## config.mk

```make
export PLATFORM = sky130hd
export DESIGN_NAME = cpu_side_control
export DESIGN_NICKNAME = d
export VERILOG_FILES = /design/src/common/cpu_side_pkg.sv /design/src/rtl/cpu_side_control.sv /design/src/rtl/freq_halver.sv /design/src/rtl/reset_stretcher.sv
export SDC_FILE = /design/constraint.sdc
export NUM_CORES = 1
export LEC_CHECK = 0
export ABC_AREA = 1
export BUFFER_PORTS_ARGS = -buffer_cell sky130_fd_sc_hd__buf_4
export CORE_MARGIN = 3
export CORE_UTILIZATION = 30
export CTS_CLUSTER_DIAMETER = 120
export DETAILED_ROUTE_END_ITERATION = 8
export PLACE_DENSITY = 0.65
export REMOVE_ABC_BUFFERS = 1
export SYNTH_ARGS = -nofsm -noshare
export SYNTH_HDL_FRONTEND = slang
export SYNTH_HIERARCHICAL = 1
export SYNTH_SLANG_ARGS = --single-unit
export TNS_END_PERCENT = 20
```

## constraint.sdc

```tcl
create_clock -name clk -period 1.23 [get_ports clk]
set_input_delay 0.1845 -clock clk [delete_from_list [all_inputs] [get_ports clk]]
set_output_delay 0.1845 -clock clk [all_outputs]
set_load 0.005 [all_outputs]
```

## src/common/cpu_side_pkg.sv

```systemverilog
// Behaviour
// - the nmi output rises when a memory parity error or an io channel error is seen.
// - the nmi output is allowed only while bit 7 of io port 70h is clear, and reset blocks it.
// - the block pulls the ready line low to end the current memory or io slot cycle.
// - the ready driver is on only while pulling low and for one cpu clock after driving high.
// - under bus grant the ready line is an input that local devices pull low to end cycles.
// - the processor reset output is active high and changes only on a processor clock edge.
// - a read of io port EFh, whose data is meaningless, resets the processor.
// - a write that sets bit 0 of system control port A resets the processor.
// - a level change of the supply good input, or a shutdown cycle, resets the processor.
// - the double frequency clock input is halved to form the system clock output.
package cpu_side_pkg;
   // =====================================================
   // io port map
   localparam int IO_ADDR_W = 16;
   localparam int IO_DATA_W = 8;
   localparam logic [15:0] NMI_PORT_ADDR = 16'h0070;
   localparam int NMI_MASK_BIT = 7;
   localparam logic [15:0] RESET_PORT_ADDR = 16'h00EF;
   localparam logic [15:0] PORT_A_ADDR = 16'h0092;
   localparam int PORT_A_RESET_BIT = 0;
   // =====================================================
   // reset values and timing
   localparam logic NMI_ENABLE_RST = 1'b0;
   localparam logic RESET_PENDING_RST = 1'b1;
   localparam int RESET_CNT_W = 8;
   localparam logic [7:0] RESET_PROC_CLKS = 8'h10;
   localparam int CLK_PERIOD_NS = 40;
   // =====================================================
   // ready driver sequencer
   typedef enum logic [2:0] {
      RDY_IDLE = 3'b001,
      RDY_LOW = 3'b010,
      RDY_HIGH = 3'b100
   } rdy_state_e;
endpackage

```

## src/rtl/cpu_side_control.sv

```systemverilog
`timescale 1ns/1ns
`default_nettype none
module cpu_side_control
   import cpu_side_pkg::*;
#(
   parameter logic [RESET_CNT_W-1:0] PROC_CLKS = RESET_PROC_CLKS
)(
   input wire logic clk,
   input wire logic srst,
   input wire logic parity_error_in,
   input wire logic channel_error_in,
   input wire logic [IO_ADDR_W-1:0] io_addr,
   input wire logic [IO_DATA_W-1:0] io_wdata,
   input wire logic io_write,
   input wire logic io_read,
   input wire logic cycle_done_req,
   input wire logic shutdown_cycle,
   input wire logic supply_good_in,
   input wire logic processor_clock_in,
   input wire logic double_freq_clock_in,
   input wire logic bus_grant_ack,
   input wire logic rdy_n_in,
   output logic rdy_n_out,
   output logic rdy_n_oe,
   output logic nmi_out,
   output logic processor_reset_out,
   output logic system_clock_out,
   output logic local_cycle_end
);
   logic nmi_enable_r;
   logic nmi_cause;
   logic pclk_prev_r;
   logic proc_clk_en;
   logic sg_prev_r;
   logic sg_valid_r;
   logic sg_change;
   logic ef_read;
   logic port_a_reset;
   logic reset_trigger;
   logic reset_busy;
   logic done_pending_r;
   rdy_state_e rdy_state_r;
   rdy_state_e rdy_state_nxt;

   // =====================================================
   // processor clock edge, used as the cpu clock enable
   always_ff @(posedge clk) begin
      if (srst) begin
         pclk_prev_r <= 1'b1; // a clock already high at release gives no false edge
      end else begin
         pclk_prev_r <= processor_clock_in;
      end
   end

   assign proc_clk_en = processor_clock_in & ~pclk_prev_r;

   // =====================================================
   // nmi mask: port 70h bit 7 set blocks nmi, clear allows it
   always_ff @(posedge clk) begin
      if (srst) begin
         nmi_enable_r <= NMI_ENABLE_RST;
      end else if (io_write && io_addr == NMI_PORT_ADDR) begin
         nmi_enable_r <= ~io_wdata[NMI_MASK_BIT];
      end
   end

   assign nmi_cause = parity_error_in | channel_error_in;

   // nmi follows the error level; sources hold their error until serviced
   always_ff @(posedge clk) begin
      if (srst) begin
         nmi_out <= 1'b0;
      end else begin
         nmi_out <= nmi_enable_r & nmi_cause;
      end
   end

   // =====================================================
   // reset sources
   assign ef_read = io_read && (io_addr == RESET_PORT_ADDR);
   assign port_a_reset = io_write && (io_addr == PORT_A_ADDR) &&
      io_wdata[PORT_A_RESET_BIT];

   // supply level is caught after release, so no edge is faked at start-up
   always_ff @(posedge clk) begin
      if (srst) begin
         sg_prev_r <= 1'b0;
         sg_valid_r <= 1'b0;
      end else begin
         sg_prev_r <= supply_good_in;
         sg_valid_r <= 1'b1;
      end
   end

   assign sg_change = sg_valid_r && (supply_good_in != sg_prev_r);
   assign reset_trigger = ef_read | port_a_reset | sg_change | shutdown_cycle;

   reset_stretcher #(
      .PROC_CLKS(PROC_CLKS)
   ) u_reset (
      .clk(clk),
      .srst(srst),
      .trigger(reset_trigger),
      .proc_clk_en(proc_clk_en),
      .processor_reset_out(processor_reset_out),
      .busy(reset_busy)
   );

   // =====================================================
   // system clock from the double frequency input
   freq_halver u_halver (
      .clk(clk),
      .srst(srst),
      .double_freq_clock_in(double_freq_clock_in),
      .system_clock_out(system_clock_out)
   );

   // =====================================================
   // cycle done request latch; a new request in the take-up cycle wins
   always_ff @(posedge clk) begin
      if (srst) begin
         done_pending_r <= 1'b0;
      end else if (cycle_done_req && !bus_grant_ack) begin
         done_pending_r <= 1'b1;
      end else if (bus_grant_ack) begin
         done_pending_r <= 1'b0; // slot cycles do not finish under grant
      end else if (proc_clk_en && rdy_state_r == RDY_IDLE) begin
         done_pending_r <= 1'b0;
      end
   end

   // ready sequencer: low for one cpu clock, then high for one, then off
   always_comb begin
      rdy_state_nxt = rdy_state_r;
      case (rdy_state_r)
         RDY_IDLE: begin
            if (proc_clk_en && done_pending_r && !bus_grant_ack) begin
               rdy_state_nxt = RDY_LOW;
            end
         end
         RDY_LOW: begin
            if (bus_grant_ack) begin
               rdy_state_nxt = RDY_IDLE;
            end else if (proc_clk_en) begin
               rdy_state_nxt = RDY_HIGH;
            end
         end
         RDY_HIGH: begin
            if (bus_grant_ack || proc_clk_en) begin
               rdy_state_nxt = RDY_IDLE;
            end
         end
         default: begin
            rdy_state_nxt = RDY_IDLE;
         end
      endcase
   end

   always_ff @(posedge clk) begin
      if (srst) begin
         rdy_state_r <= RDY_IDLE;
      end else begin
         rdy_state_r <= rdy_state_nxt;
      end
   end

   // driver released at once under grant, so two masters never fight
   assign rdy_n_oe = (rdy_state_r != RDY_IDLE) && !bus_grant_ack;
   assign rdy_n_out = (rdy_state_r != RDY_LOW);

   // under grant the line is an input ending dma and master cycles
   always_ff @(posedge clk) begin
      if (srst) begin
         local_cycle_end <= 1'b0;
      end else begin
         local_cycle_end <= bus_grant_ack && !rdy_n_in;
      end
   end
endmodule
`default_nettype wire

```

## src/rtl/freq_halver.sv

```systemverilog
`timescale 1ns/1ns
`default_nettype none
module freq_halver
   import cpu_side_pkg::*;
(
   input wire logic clk,
   input wire logic srst,
   input wire logic double_freq_clock_in,
   output logic system_clock_out
);
   logic dfc_prev_r;
   logic dfc_rise;

   // =====================================================
   // edge of the oversampled input; input must be below half of clk rate
   always_ff @(posedge clk) begin
      if (srst) begin
         dfc_prev_r <= 1'b1; // no false toggle if the oscillator is high at release
      end else begin
         dfc_prev_r <= double_freq_clock_in;
      end
   end

   assign dfc_rise = double_freq_clock_in & ~dfc_prev_r;

   // one toggle per input rise gives half the input frequency
   always_ff @(posedge clk) begin
      if (srst) begin
         system_clock_out <= 1'b0;
      end else if (dfc_rise) begin
         system_clock_out <= ~system_clock_out;
      end
   end
endmodule
`default_nettype wire

```

## src/rtl/reset_stretcher.sv

```systemverilog
`timescale 1ns/1ns
`default_nettype none
module reset_stretcher
   import cpu_side_pkg::*;
#(
   parameter logic [RESET_CNT_W-1:0] PROC_CLKS = RESET_PROC_CLKS
)(
   input wire logic clk,
   input wire logic srst,
   input wire logic trigger,
   input wire logic proc_clk_en,
   output logic processor_reset_out,
   output logic busy
);
   logic pending_r;
   logic [RESET_CNT_W-1:0] left_r;
   logic [RESET_CNT_W-1:0] seen_r;

   // =====================================================
   // trigger latch; a trigger in the cycle of the take-up is kept
   always_ff @(posedge clk) begin
      if (srst) begin
         pending_r <= RESET_PENDING_RST; // cpu is reset after system reset
      end else if (trigger) begin
         pending_r <= 1'b1;
      end else if (proc_clk_en) begin
         pending_r <= 1'b0;
      end
   end

   // output only moves on a processor clock edge
   always_ff @(posedge clk) begin
      if (srst) begin
         processor_reset_out <= 1'b0;
         left_r <= '0;
      end else if (proc_clk_en) begin
         if (pending_r) begin
            processor_reset_out <= 1'b1;
            left_r <= PROC_CLKS - 1'b1;
         end else if (processor_reset_out) begin
            if (left_r == '0) begin
               processor_reset_out <= 1'b0;
            end else begin
               left_r <= left_r - 1'b1;
            end
         end
      end
   end

   assign busy = pending_r | processor_reset_out;

   // =====================================================
   // checks; seen_r counts processor clocks with the output high
   always_ff @(posedge clk) begin
      if (srst) begin
         seen_r <= '0;
      end else if (proc_clk_en && pending_r) begin
         seen_r <= '0;
      end else if (proc_clk_en && processor_reset_out) begin
         seen_r <= seen_r + 1'b1;
      end
   end
endmodule
`default_nettype wire

```

Yosys cells after proc, flatten, opt, wreduce, memory -nomap -nowiden

Cells that the tools add are included.

Register bits after elaboration: 22
Bits of input ports: 37
Output and inout bits: 6

$add $sub $neg: 1
Equality and inequality tests: 13
Muxes and demuxes: 15
Bitwise operators: 11
Reduce and logical (&&, ||, !) cells: 20

Operator list:

| operator            | count |
|---|---|
| $eq 16x8->1 const B | 2 |
| $mux 8              | 3 |
| $eq 16x7->1 const B | 1 |
| $mux 3              | 4 |
| $logic_and 1x1->1   | 11 |
| $pmux 3 s3          | 1 |
| $logic_not 8->1     | 1 |
| $sub 8x1->8 const B | 1 |
| $mux 1              | 7 |
| $reduce_and 3->1    | 2 |
| $ne 2x1->1 const B  | 2 |
| $not 1->1           | 4 |
| $or 1x1->1          | 4 |
| $and 1x1->1         | 3 |
| $eq 3x1->1 const B  | 1 |
| $eq 3x2->1 const B  | 1 |
| $eq 3x3->1 const B  | 1 |
| $ne 3x1->1 const B  | 1 |
| $ne 3x2->1 const B  | 1 |
| $ne 3x3->1 const B  | 1 |
| $reduce_bool 3->1   | 1 |
| $logic_not 1->1     | 2 |
| $ne 2x2->1 const B  | 1 |
| $reduce_bool 2->1   | 1 |
| 3 further kinds     | 3 |

Logic depth before layout (Yosys ltp)

Gate-level depths: netlist (run 1).

Depth after elaboration: 7
Gate-level depth with buffers: 12

By module

Netlist (run 1), hierarchy kept.

By module, submodules not included:

| module           | times used | cells an instance | area an instance (µm²) |
|---|---|---|---|
| reset_stretcher  | 1          | 85                | 559.3 |
| cpu_side_control | 1          | 85                | 551.8 |
| freq_halver      | 1          | 9                 | 71.3 |

Worst setup path before layout (run 1)

OpenSTA, ideal clock, no wires.

Path kind: reg2reg
From: register u_reset.left_r[0]
To: register u_reset.left_r[0]
Setup time: 121 ps
Arrival: 1150 ps
Data required time: 1109 ps
Setup slack: -41 ps
Stages on the path, launching flop included: 11
Path buffers: 1
Cell sequence: dfxtp_1 > inv_1 > ha_1 > inv_1 > nor2_1 > nand2_1 > nor2_1 > nor2_2 > buf_6 > o21ai_0 > a21oi_1

Word-level cells in the longest chain between the ends: 4

RTL lines:

| item                     | line                  | RTL |
|---|---|---|
| start: declaration       | reset_stretcher.sv:16 | `logic [RESET_CNT_W-1:0] left_r;` |
| start signal: assignment | reset_stretcher.sv:39 | `left_r <= PROC_CLKS - 1'b1;` |
| start signal: assignment | reset_stretcher.sv:44 | `left_r <= left_r - 1'b1;` |
| $sub 8x1->8              | reset_stretcher.sv:44 |  |
| $mux 8                   | reset_stretcher.sv:41 | `if (left_r == '0) begin` |
| $mux 8                   | reset_stretcher.sv:40 | `end else if (processor_reset_out) begin` |
| $mux 8                   | reset_stretcher.sv:37 | `if (pending_r) begin` |

Parallel ways exist; a longest one is shown, timed or not. The select of a mux whose other input is x is not followed.
A chain may end at the register's enable or synchronous reset.

Final worst setup path (run 1)

From: register u_reset.left_r[1]
To: register u_reset.left_r[6]

The elaborated chain is that of the path after synthesis.

==> results.py, run 1 <==
metrics = {
    "global_route": {
        "grt_max_degree": 19,
        "grt_antenna_before_repair": 0,
        "overflow": 0,
        "grt_util_all_layers": 0.125,
        "grt_pass1_vias": 1115,
        "grt_pass1_wl_mm": 4.55,
    },
    "power": {
        "leakage_nw": 0.840,
        "p_clk_frac": 0.264,
        "comb_power_share": 0.303,
        "power_switching_mw": 0.567,
        "power_density_nw_per_um2": 1120,
        "pwr-share-seq": 0.433,
        "ir_worst_vdd_mv": 0.663,
        "p_int_mw": 1.37,
        "fin_total_pwr_mw": 1.94,
        "p_sw_frac": 0.292,
    },
    "worst_hold_path": {
        "hp-class": "primary input to flip-flop",
        "hold_end": "local_cycle_end",
        "min_path_cells": 2,
        "hp-start": "rdy_n_in",
    },
    "cells_and_area": {
        "final_nets": 273,
        "utilization": 0.463,
        "layout-drive-gt1-share": 0.361,
        "fin_area_um2": 1730,
        "syn_to_final_growth_pct": 46.7,
        "final_common_cell": "buf_4",
        "final_cell_mix": "51 x buf_4, 36 x nand2_1, 32 x nor2_1, 21 x inv_1, 18 x dfxtp_1",
        "diodes": 0,
        "instances_no_fill": 281,
    },
    "synth": {
        "yosysSeqAreaShare": 0.372,
        "syn_inst": 179,
        "ys_ff_latch": 22,
        "syn_avg_cell_area_um2": 6.61,
        "netlist_area_um2": 1180,
        "synth_cell_types": 24,
        "synth_warnings": 6,
    },
    "sta": {
        "whs_ns": 0.0709,
        "rsz0062_at_grt": "yes",
        "slew_violations": 0,
        "hold_violations": 0,
        "post-route-min-period_ns": 1.36,
        "fin_crit_sh": 1.11,
        "setup_slack_ns": -0.132,
        "totalNegativeSetupSlack_ns": -0.566,
        "fin_skew_ns": 0.00404,
        "max-slew-margin-rel": 0.859,
        "tightest_slew_ns": 0.210,
        "setup_viol_count_final": 9,
        "timing.fmax_mhz": 734,
    },
    "flow_run": {
        "timing.max_cap.violations": 0,
    },
    "critical_path": {
        "cp-end-kind": "flip-flop",
        "cp-start-kind": "flip-flop",
        "crit_path_frequent_cell": "nor2_1",
        "slowest_stage": "dfxtp_2",
        "cp_cell_sequence": "inv_2, ha_4, inv_2, nor2_1, nand2_1, nor2_1, nor2_2, buf_6, nand3_4, nand2_2, nand2_1, nor2_1",
        "reg2reg_slack_ns": -0.13,
        "crit_start": "u_reset/left_r[1]",
        "crit_fanout": 5,
        "arrival_ns": 1.57,
        "crit_required_ns": 1.43,
        "timing.rr.start": "u_reset/left_r[1]",
        "reg2reg_to": "u_reset/left_r[6]",
        "slowest_delay_ns": 0.33,
        "critical_path.top_delay_family": "simple AND/OR/NAND/NOR gates",
        "critical_path_class": "flip-flop to flip-flop",
        "rr_worst_depth": 12,
        "cp_num_buf_inv": 3,
    },
    "route": {
        "antenna_left": 0,
        "drc": 0,
        "drt_pass1_iterations": 4,
        "totalWireLength_mm": 2.58,
        "drtIter0Drc": 86,
        "vias_per_cell": 4.41,
        "vias": 1240,
        "avgRoutedWirePerCell_um": 9.18,
    },
    "place": {
        "place_area_um2": 1620,
        "dp_cells": 277,
        "io_buffers": 36,
        "dp_slack_ns": -0.0983,
        "routabilityCongestion": 0.825,
        "dp_hpwl_mm": 1.99,
    },
    "floorplanning": {
        "core_um2": 3740,
        "die_w_um": 68.8,
        "dieArea_um2": 4730,
        "initial_utilization": 0.316,
        "die_h_um": 68.8,
        "rows": 22,
        "pin_count": 43,
    },
    "clock_tree": {
        "clockBufferDepth": 2,
        "ctsHoldBuffers": 0,
        "cts.sinks": 22,
        "insertion_delay_ns": 0.26,
        "cts_inserted_buffers": 3,
        "ctsRootBufferMaster": "clkbuf_8",
        "cts_tree": "built",
        "clk_pin_slew_ns": 0.08,
        "htree_levels": 1,
    },
    "status": {
        "failed_checks": "setup timing",
        "outcome": "finished with violations",
    },
}
-- power groups by stage --
stage	sequential [mW]	clock, mW	combinational, mW
2_1_floorplan	0.843	0	0.330
3_3_place_gp	0.847	0	0.561
3_5_place_dp	0.848	0	0.565
4_1_cts	0.839	0.531	0.574
5_1_grt	0.850	0.559	0.672
6_report	0.841	0.512	0.587
-- worst max-delay path by stage --
stage / cells after the start / to
6_report: 12 / u_reset/left_r[6]
5_1_grt: 12 / u_reset/left_r[6]
4_1_cts: 12 / u_reset/left_r[6]
3_5_place_dp: 12 / u_reset/left_r[6]
3_3_place_gp: 10 / u_reset/left_r[0]
2_1_floorplan: 10 / u_reset/left_r[0]
-- repair_timing --
| action | in CTS | in global routing |
|---|---|---|
| cloned | 0 | 0 |
| resized for setup | 5 | 17 |
| setup endpoints to repair | 9 | 10 |
| pin swaps | 0 | 4 |
| endpoints found under the hold margin | 0 | 0 |
| buffers inserted | 0 | 0 |
-- state kept, by name (all words and copies together), names as in the netlist --
name                         flops
u_reset/left_r                   8
sg_prev_r                        1
done_pending_r                   1
u_halver/dfc_prev_r              1
sg_valid_r                       1
nmi_enable_r                     1
local_cycle_end                  1
u_halver/system_clock_out        1
pclk_prev_r                      1
rdy_state_r                      3
u_reset/pending_r                1
u_reset/processor_reset_out      1
nmi_out                          1
-- kinds of logic (layout without fill, tap and decap cells) --
family	after synthesis	after routing	share of synthesized area
DFF	22	22	0.372
and+or+nand+nor	100	100	0.385
AOI/OAI and AO/OA	23	23	0.101
xor gates and xnor gates	3	3	0.0222
adders and majority gates	2	2	0.0212
buffers and inverters	29	83	0.0984
-- layer usage --
metal  track usage  share of wire  vias to the layer above
met2         0.197           0.48                       23
met4        0.0292         0.0039                        0
li1              -              -                      670
met3        0.0357          0.042                        2
met5             0              0                        -
met1         0.168           0.47                      545
-- area by class of cell --
cell class	instances	area [um2]
fillers	423	2010
well taps	48	60.1
repair buffers	52	394
multi-input cells	128	678
clock buffers	4	55.1
inverters	27	101
flip-flops and latches	22	445
-- Yosys cell counts --
cell type	count	area [um2]
nor2_2	1	6.26
ha_1	2	25.0
inv_1	26	97.6
nor3_1	3	15.0
a21oi_1	14	70.1
a31o_2	1	8.76
or2_2	3	18.8
nor2_1	34	128
nand3_1	9	45.0
nand3_2	2	20.0
xnor2_1	1	8.76
nand2_2	2	12.5
and3_1	1	6.26
nor2_4	1	11.3
xor2_1	2	17.5
nand4_1	5	31.3
dfxtp_1	22	440
nand2_1	37	139
o21ai_0	8	40.0
inv_2	1	3.75
clkbuf_1	1	3.75
nor3_4	1	16.3
or2_1	1	6.26
buf_6	1	11.3
Power figures use the tool's default switching activity.
==> inputs of run 2 (changes only) <==
--- a/config.mk
+++ b/config.mk
@@ -11,7 +11,7 @@
 export CORE_UTILIZATION = 30
 export CTS_CLUSTER_DIAMETER = 120
 export DETAILED_ROUTE_END_ITERATION = 8
-export PLACE_DENSITY = 0.65
+export PLACE_DENSITY = 0.63
 export REMOVE_ABC_BUFFERS = 1
 export SYNTH_ARGS = -nofsm -noshare
 export SYNTH_HDL_FRONTEND = slang
==> constraint.sdc (replaced) <==
create_clock -name clk -period 1.6 [get_ports clk]
set_input_delay 0.24 -clock clk [delete_from_list [all_inputs] [get_ports clk]]
set_output_delay 0.24 -clock clk [all_outputs]
set_load 0.005 [all_outputs]
==> run 2 against run 1 <==
The flow now finishes without violations. First-iteration DRC count is 44% lower. Setup slack better by 0.27 ns. Routed wire length shrank 4.9%. Worst hold slack better by 0.058 ns. Global-route usage down 0.70 points. Clock-buffer cell count stayed put. Critical endpoint is now rdy_n_oe. Highest routed layer unchanged.
==> results.py, run 2 (synthesis gave the netlist of run 1 again) <==
metrics = {
    "clock_tree": {
        "ctsRootBufferMaster": "clkbuf_8",
        "insertion_delay_ns": 0.26,
        "cts_inserted_buffers": 3,
        "clk_pin_slew_ns": 0.08,
        "clockBufferDepth": 2,
        "cts_tree": "built",
        "ctsHoldBuffers": 0,
        "htree_levels": 1,
        "cts.sinks": 22,
    },
    "global_route": {
        "overflow": 0,
        "busiest_layer": "met2",
        "grt_antenna_before_repair": 0,
        "use_met3": 0.0357,
        "grt_util_all_layers": 0.118,
        "grt_pass1_wl_mm": 4.24,
        "grt_pass1_vias": 1062,
        "grt_max_degree": 19,
        "met1_usage": 0.148,
        "met2_usage": 0.192,
    },
    "floorplanning": {
        "pin_count": 43,
        "rows": 22,
        "die_h_um": 68.8,
        "initial_utilization": 0.316,
        "dieArea_um2": 4730,
        "core_um2": 3740,
        "die_w_um": 68.8,
    },
    "route": {
        "antenna_left": 0,
        "avgRoutedWirePerCell_um": 9.18,
        "vias": 1198,
        "totalWireLength_mm": 2.45,
        "vias_per_cell": 4.49,
        "drc": 0,
        "drt_pass1_iterations": 4,
        "drtIter0Drc": 48,
    },
    "cells_and_area": {
        "top_regs": "u_reset/left_r (8), rdy_state_r (3)",
        "regMostFlops": "u_reset/left_r",
        "final_common_cell": "buf_4",
        "syn_to_final_growth_pct": 33.2,
        "fin_area_um2": 1580,
        "largest_reg_flops": 8,
        "utilization": 0.421,
        "final_nets": 259,
        "final_cell_mix": "38 x buf_4, 37 x nand2_1, 33 x nor2_1, 25 x inv_1, 22 x dfxtp_1",
        "diodes": 0,
        "layout-drive-gt1-share": 0.256,
    },
    "place": {
        "dp_slack_ns": 0.0663,
        "dp_hpwl_mm": 1.93,
        "routabilityCongestion": 0.795,
        "place_area_um2": 1510,
        "io_buffers": 36,
    },
    "sta": {
        "tightest_slew_ns": 0.251,
        "fin_crit_sh": 0.914,
        "max-slew-margin-rel": 0.833,
        "hold_violations": 0,
        "fin_skew_ns": 0.00436,
        "post-route-min-period_ns": 1.46,
        "setup_viol_count_final": 0,
        "rsz0062_at_grt": "no",
        "setup_slack_ns": 0.138,
        "totalNegativeSetupSlack_ns": 0,
        "timing.fmax_mhz": 684,
        "slew_violations": 0,
    },
    "power": {
        "ir_worst_vdd_mv": 0.613,
        "power_density_nw_per_um2": 900,
        "fin_total_pwr_mw": 1.42,
        "leakage_nw": 0.768,
    },
    "status": {
        "outcome": "finished clean",
    },
    "flow_run": {
        "timing.max_cap.violations": 0,
    },
    "critical_path": {
        "cp-end-kind": "output pin",
        "arrival_ns": 1.22,
        "crit_fanout": 6,
        "critical_path_class": "flip-flop to output pin",
        "crit_required_ns": 1.36,
        "cp-start-kind": "flip-flop",
    },
    "worst_hold_path": {
        "hp-class": "primary input to flip-flop",
    },
}
-- run 2: cell count changes in the layout (fill, tap and decap cells not counted), moves of 2 or more --
cell / previous run / this run
inv_2: 6 / 2
dfxtp_2: 4 / 0
inv_1: 21 / 25
ha_1: 0 / 2
buf_4: 51 / 38
dfxtp_1: 18 / 22
ha_4: 2 / 0
-- run 2: what timing repair did --
action | in CTS | in global routing
buffers inserted | 0 | 0
setup endpoints to repair | 0 | 8
resized for setup | 0 | 3
-- run 2: worst max-delay path: stages (launching register included) --
cell and delay (ns):
dfxtp_1 0.37, nor3_4 0.29, or2_2 0.15, inv_1 0.03, buf_4 0.12
-- run 2: area by class of cell --
cell class / instances / area (um2)
fillers: 435 / 2170
multi-input cells: 128 / 633
flip-flops and latches: 22 / 440
repair buffers: 38 / 285
inverters: 27 / 101
well taps: 48 / 60.1
clock buffers: 4 / 55.1
-- run 2: metrics by stage --
step / hold slack, ns / std cells
finish: 0.129 / 267
global route: 0.129 / 267
CTS: 0.121 / 267
detailed placement: 0.409 / 263
global placement: 0.407 / 263
floorplan: 0.309 / 177
-- run 2: worst paths after layout --
kind | from | to | slack, ns | cells past startpoint
worst max-delay path | rdy_state_r[1] | rdy_n_oe | 0.14 | 4
worst min-delay path | rdy_n_in | local_cycle_end | 0.13 | 2
worst max register to register | u_reset/left_r[0] | u_reset/left_r[0] | 0.15 | 10
worst min register to register | nmi_enable_r | nmi_out | 0.47 | 2
-- run 2: per-layer routing --
metal / vias up / wire, um
li1: 643 / -
met4: 0 / 20
met3: 4 / 112
met2: 24 / 1170
met1: 527 / 1150
met5: - / 0
-- run 2: power by group --
group          switching [mW]  internal (mW)
Clock                   0.171          0.219
Combinational           0.194          0.191
Sequential             0.0489          0.594
Total                   0.414           1.00
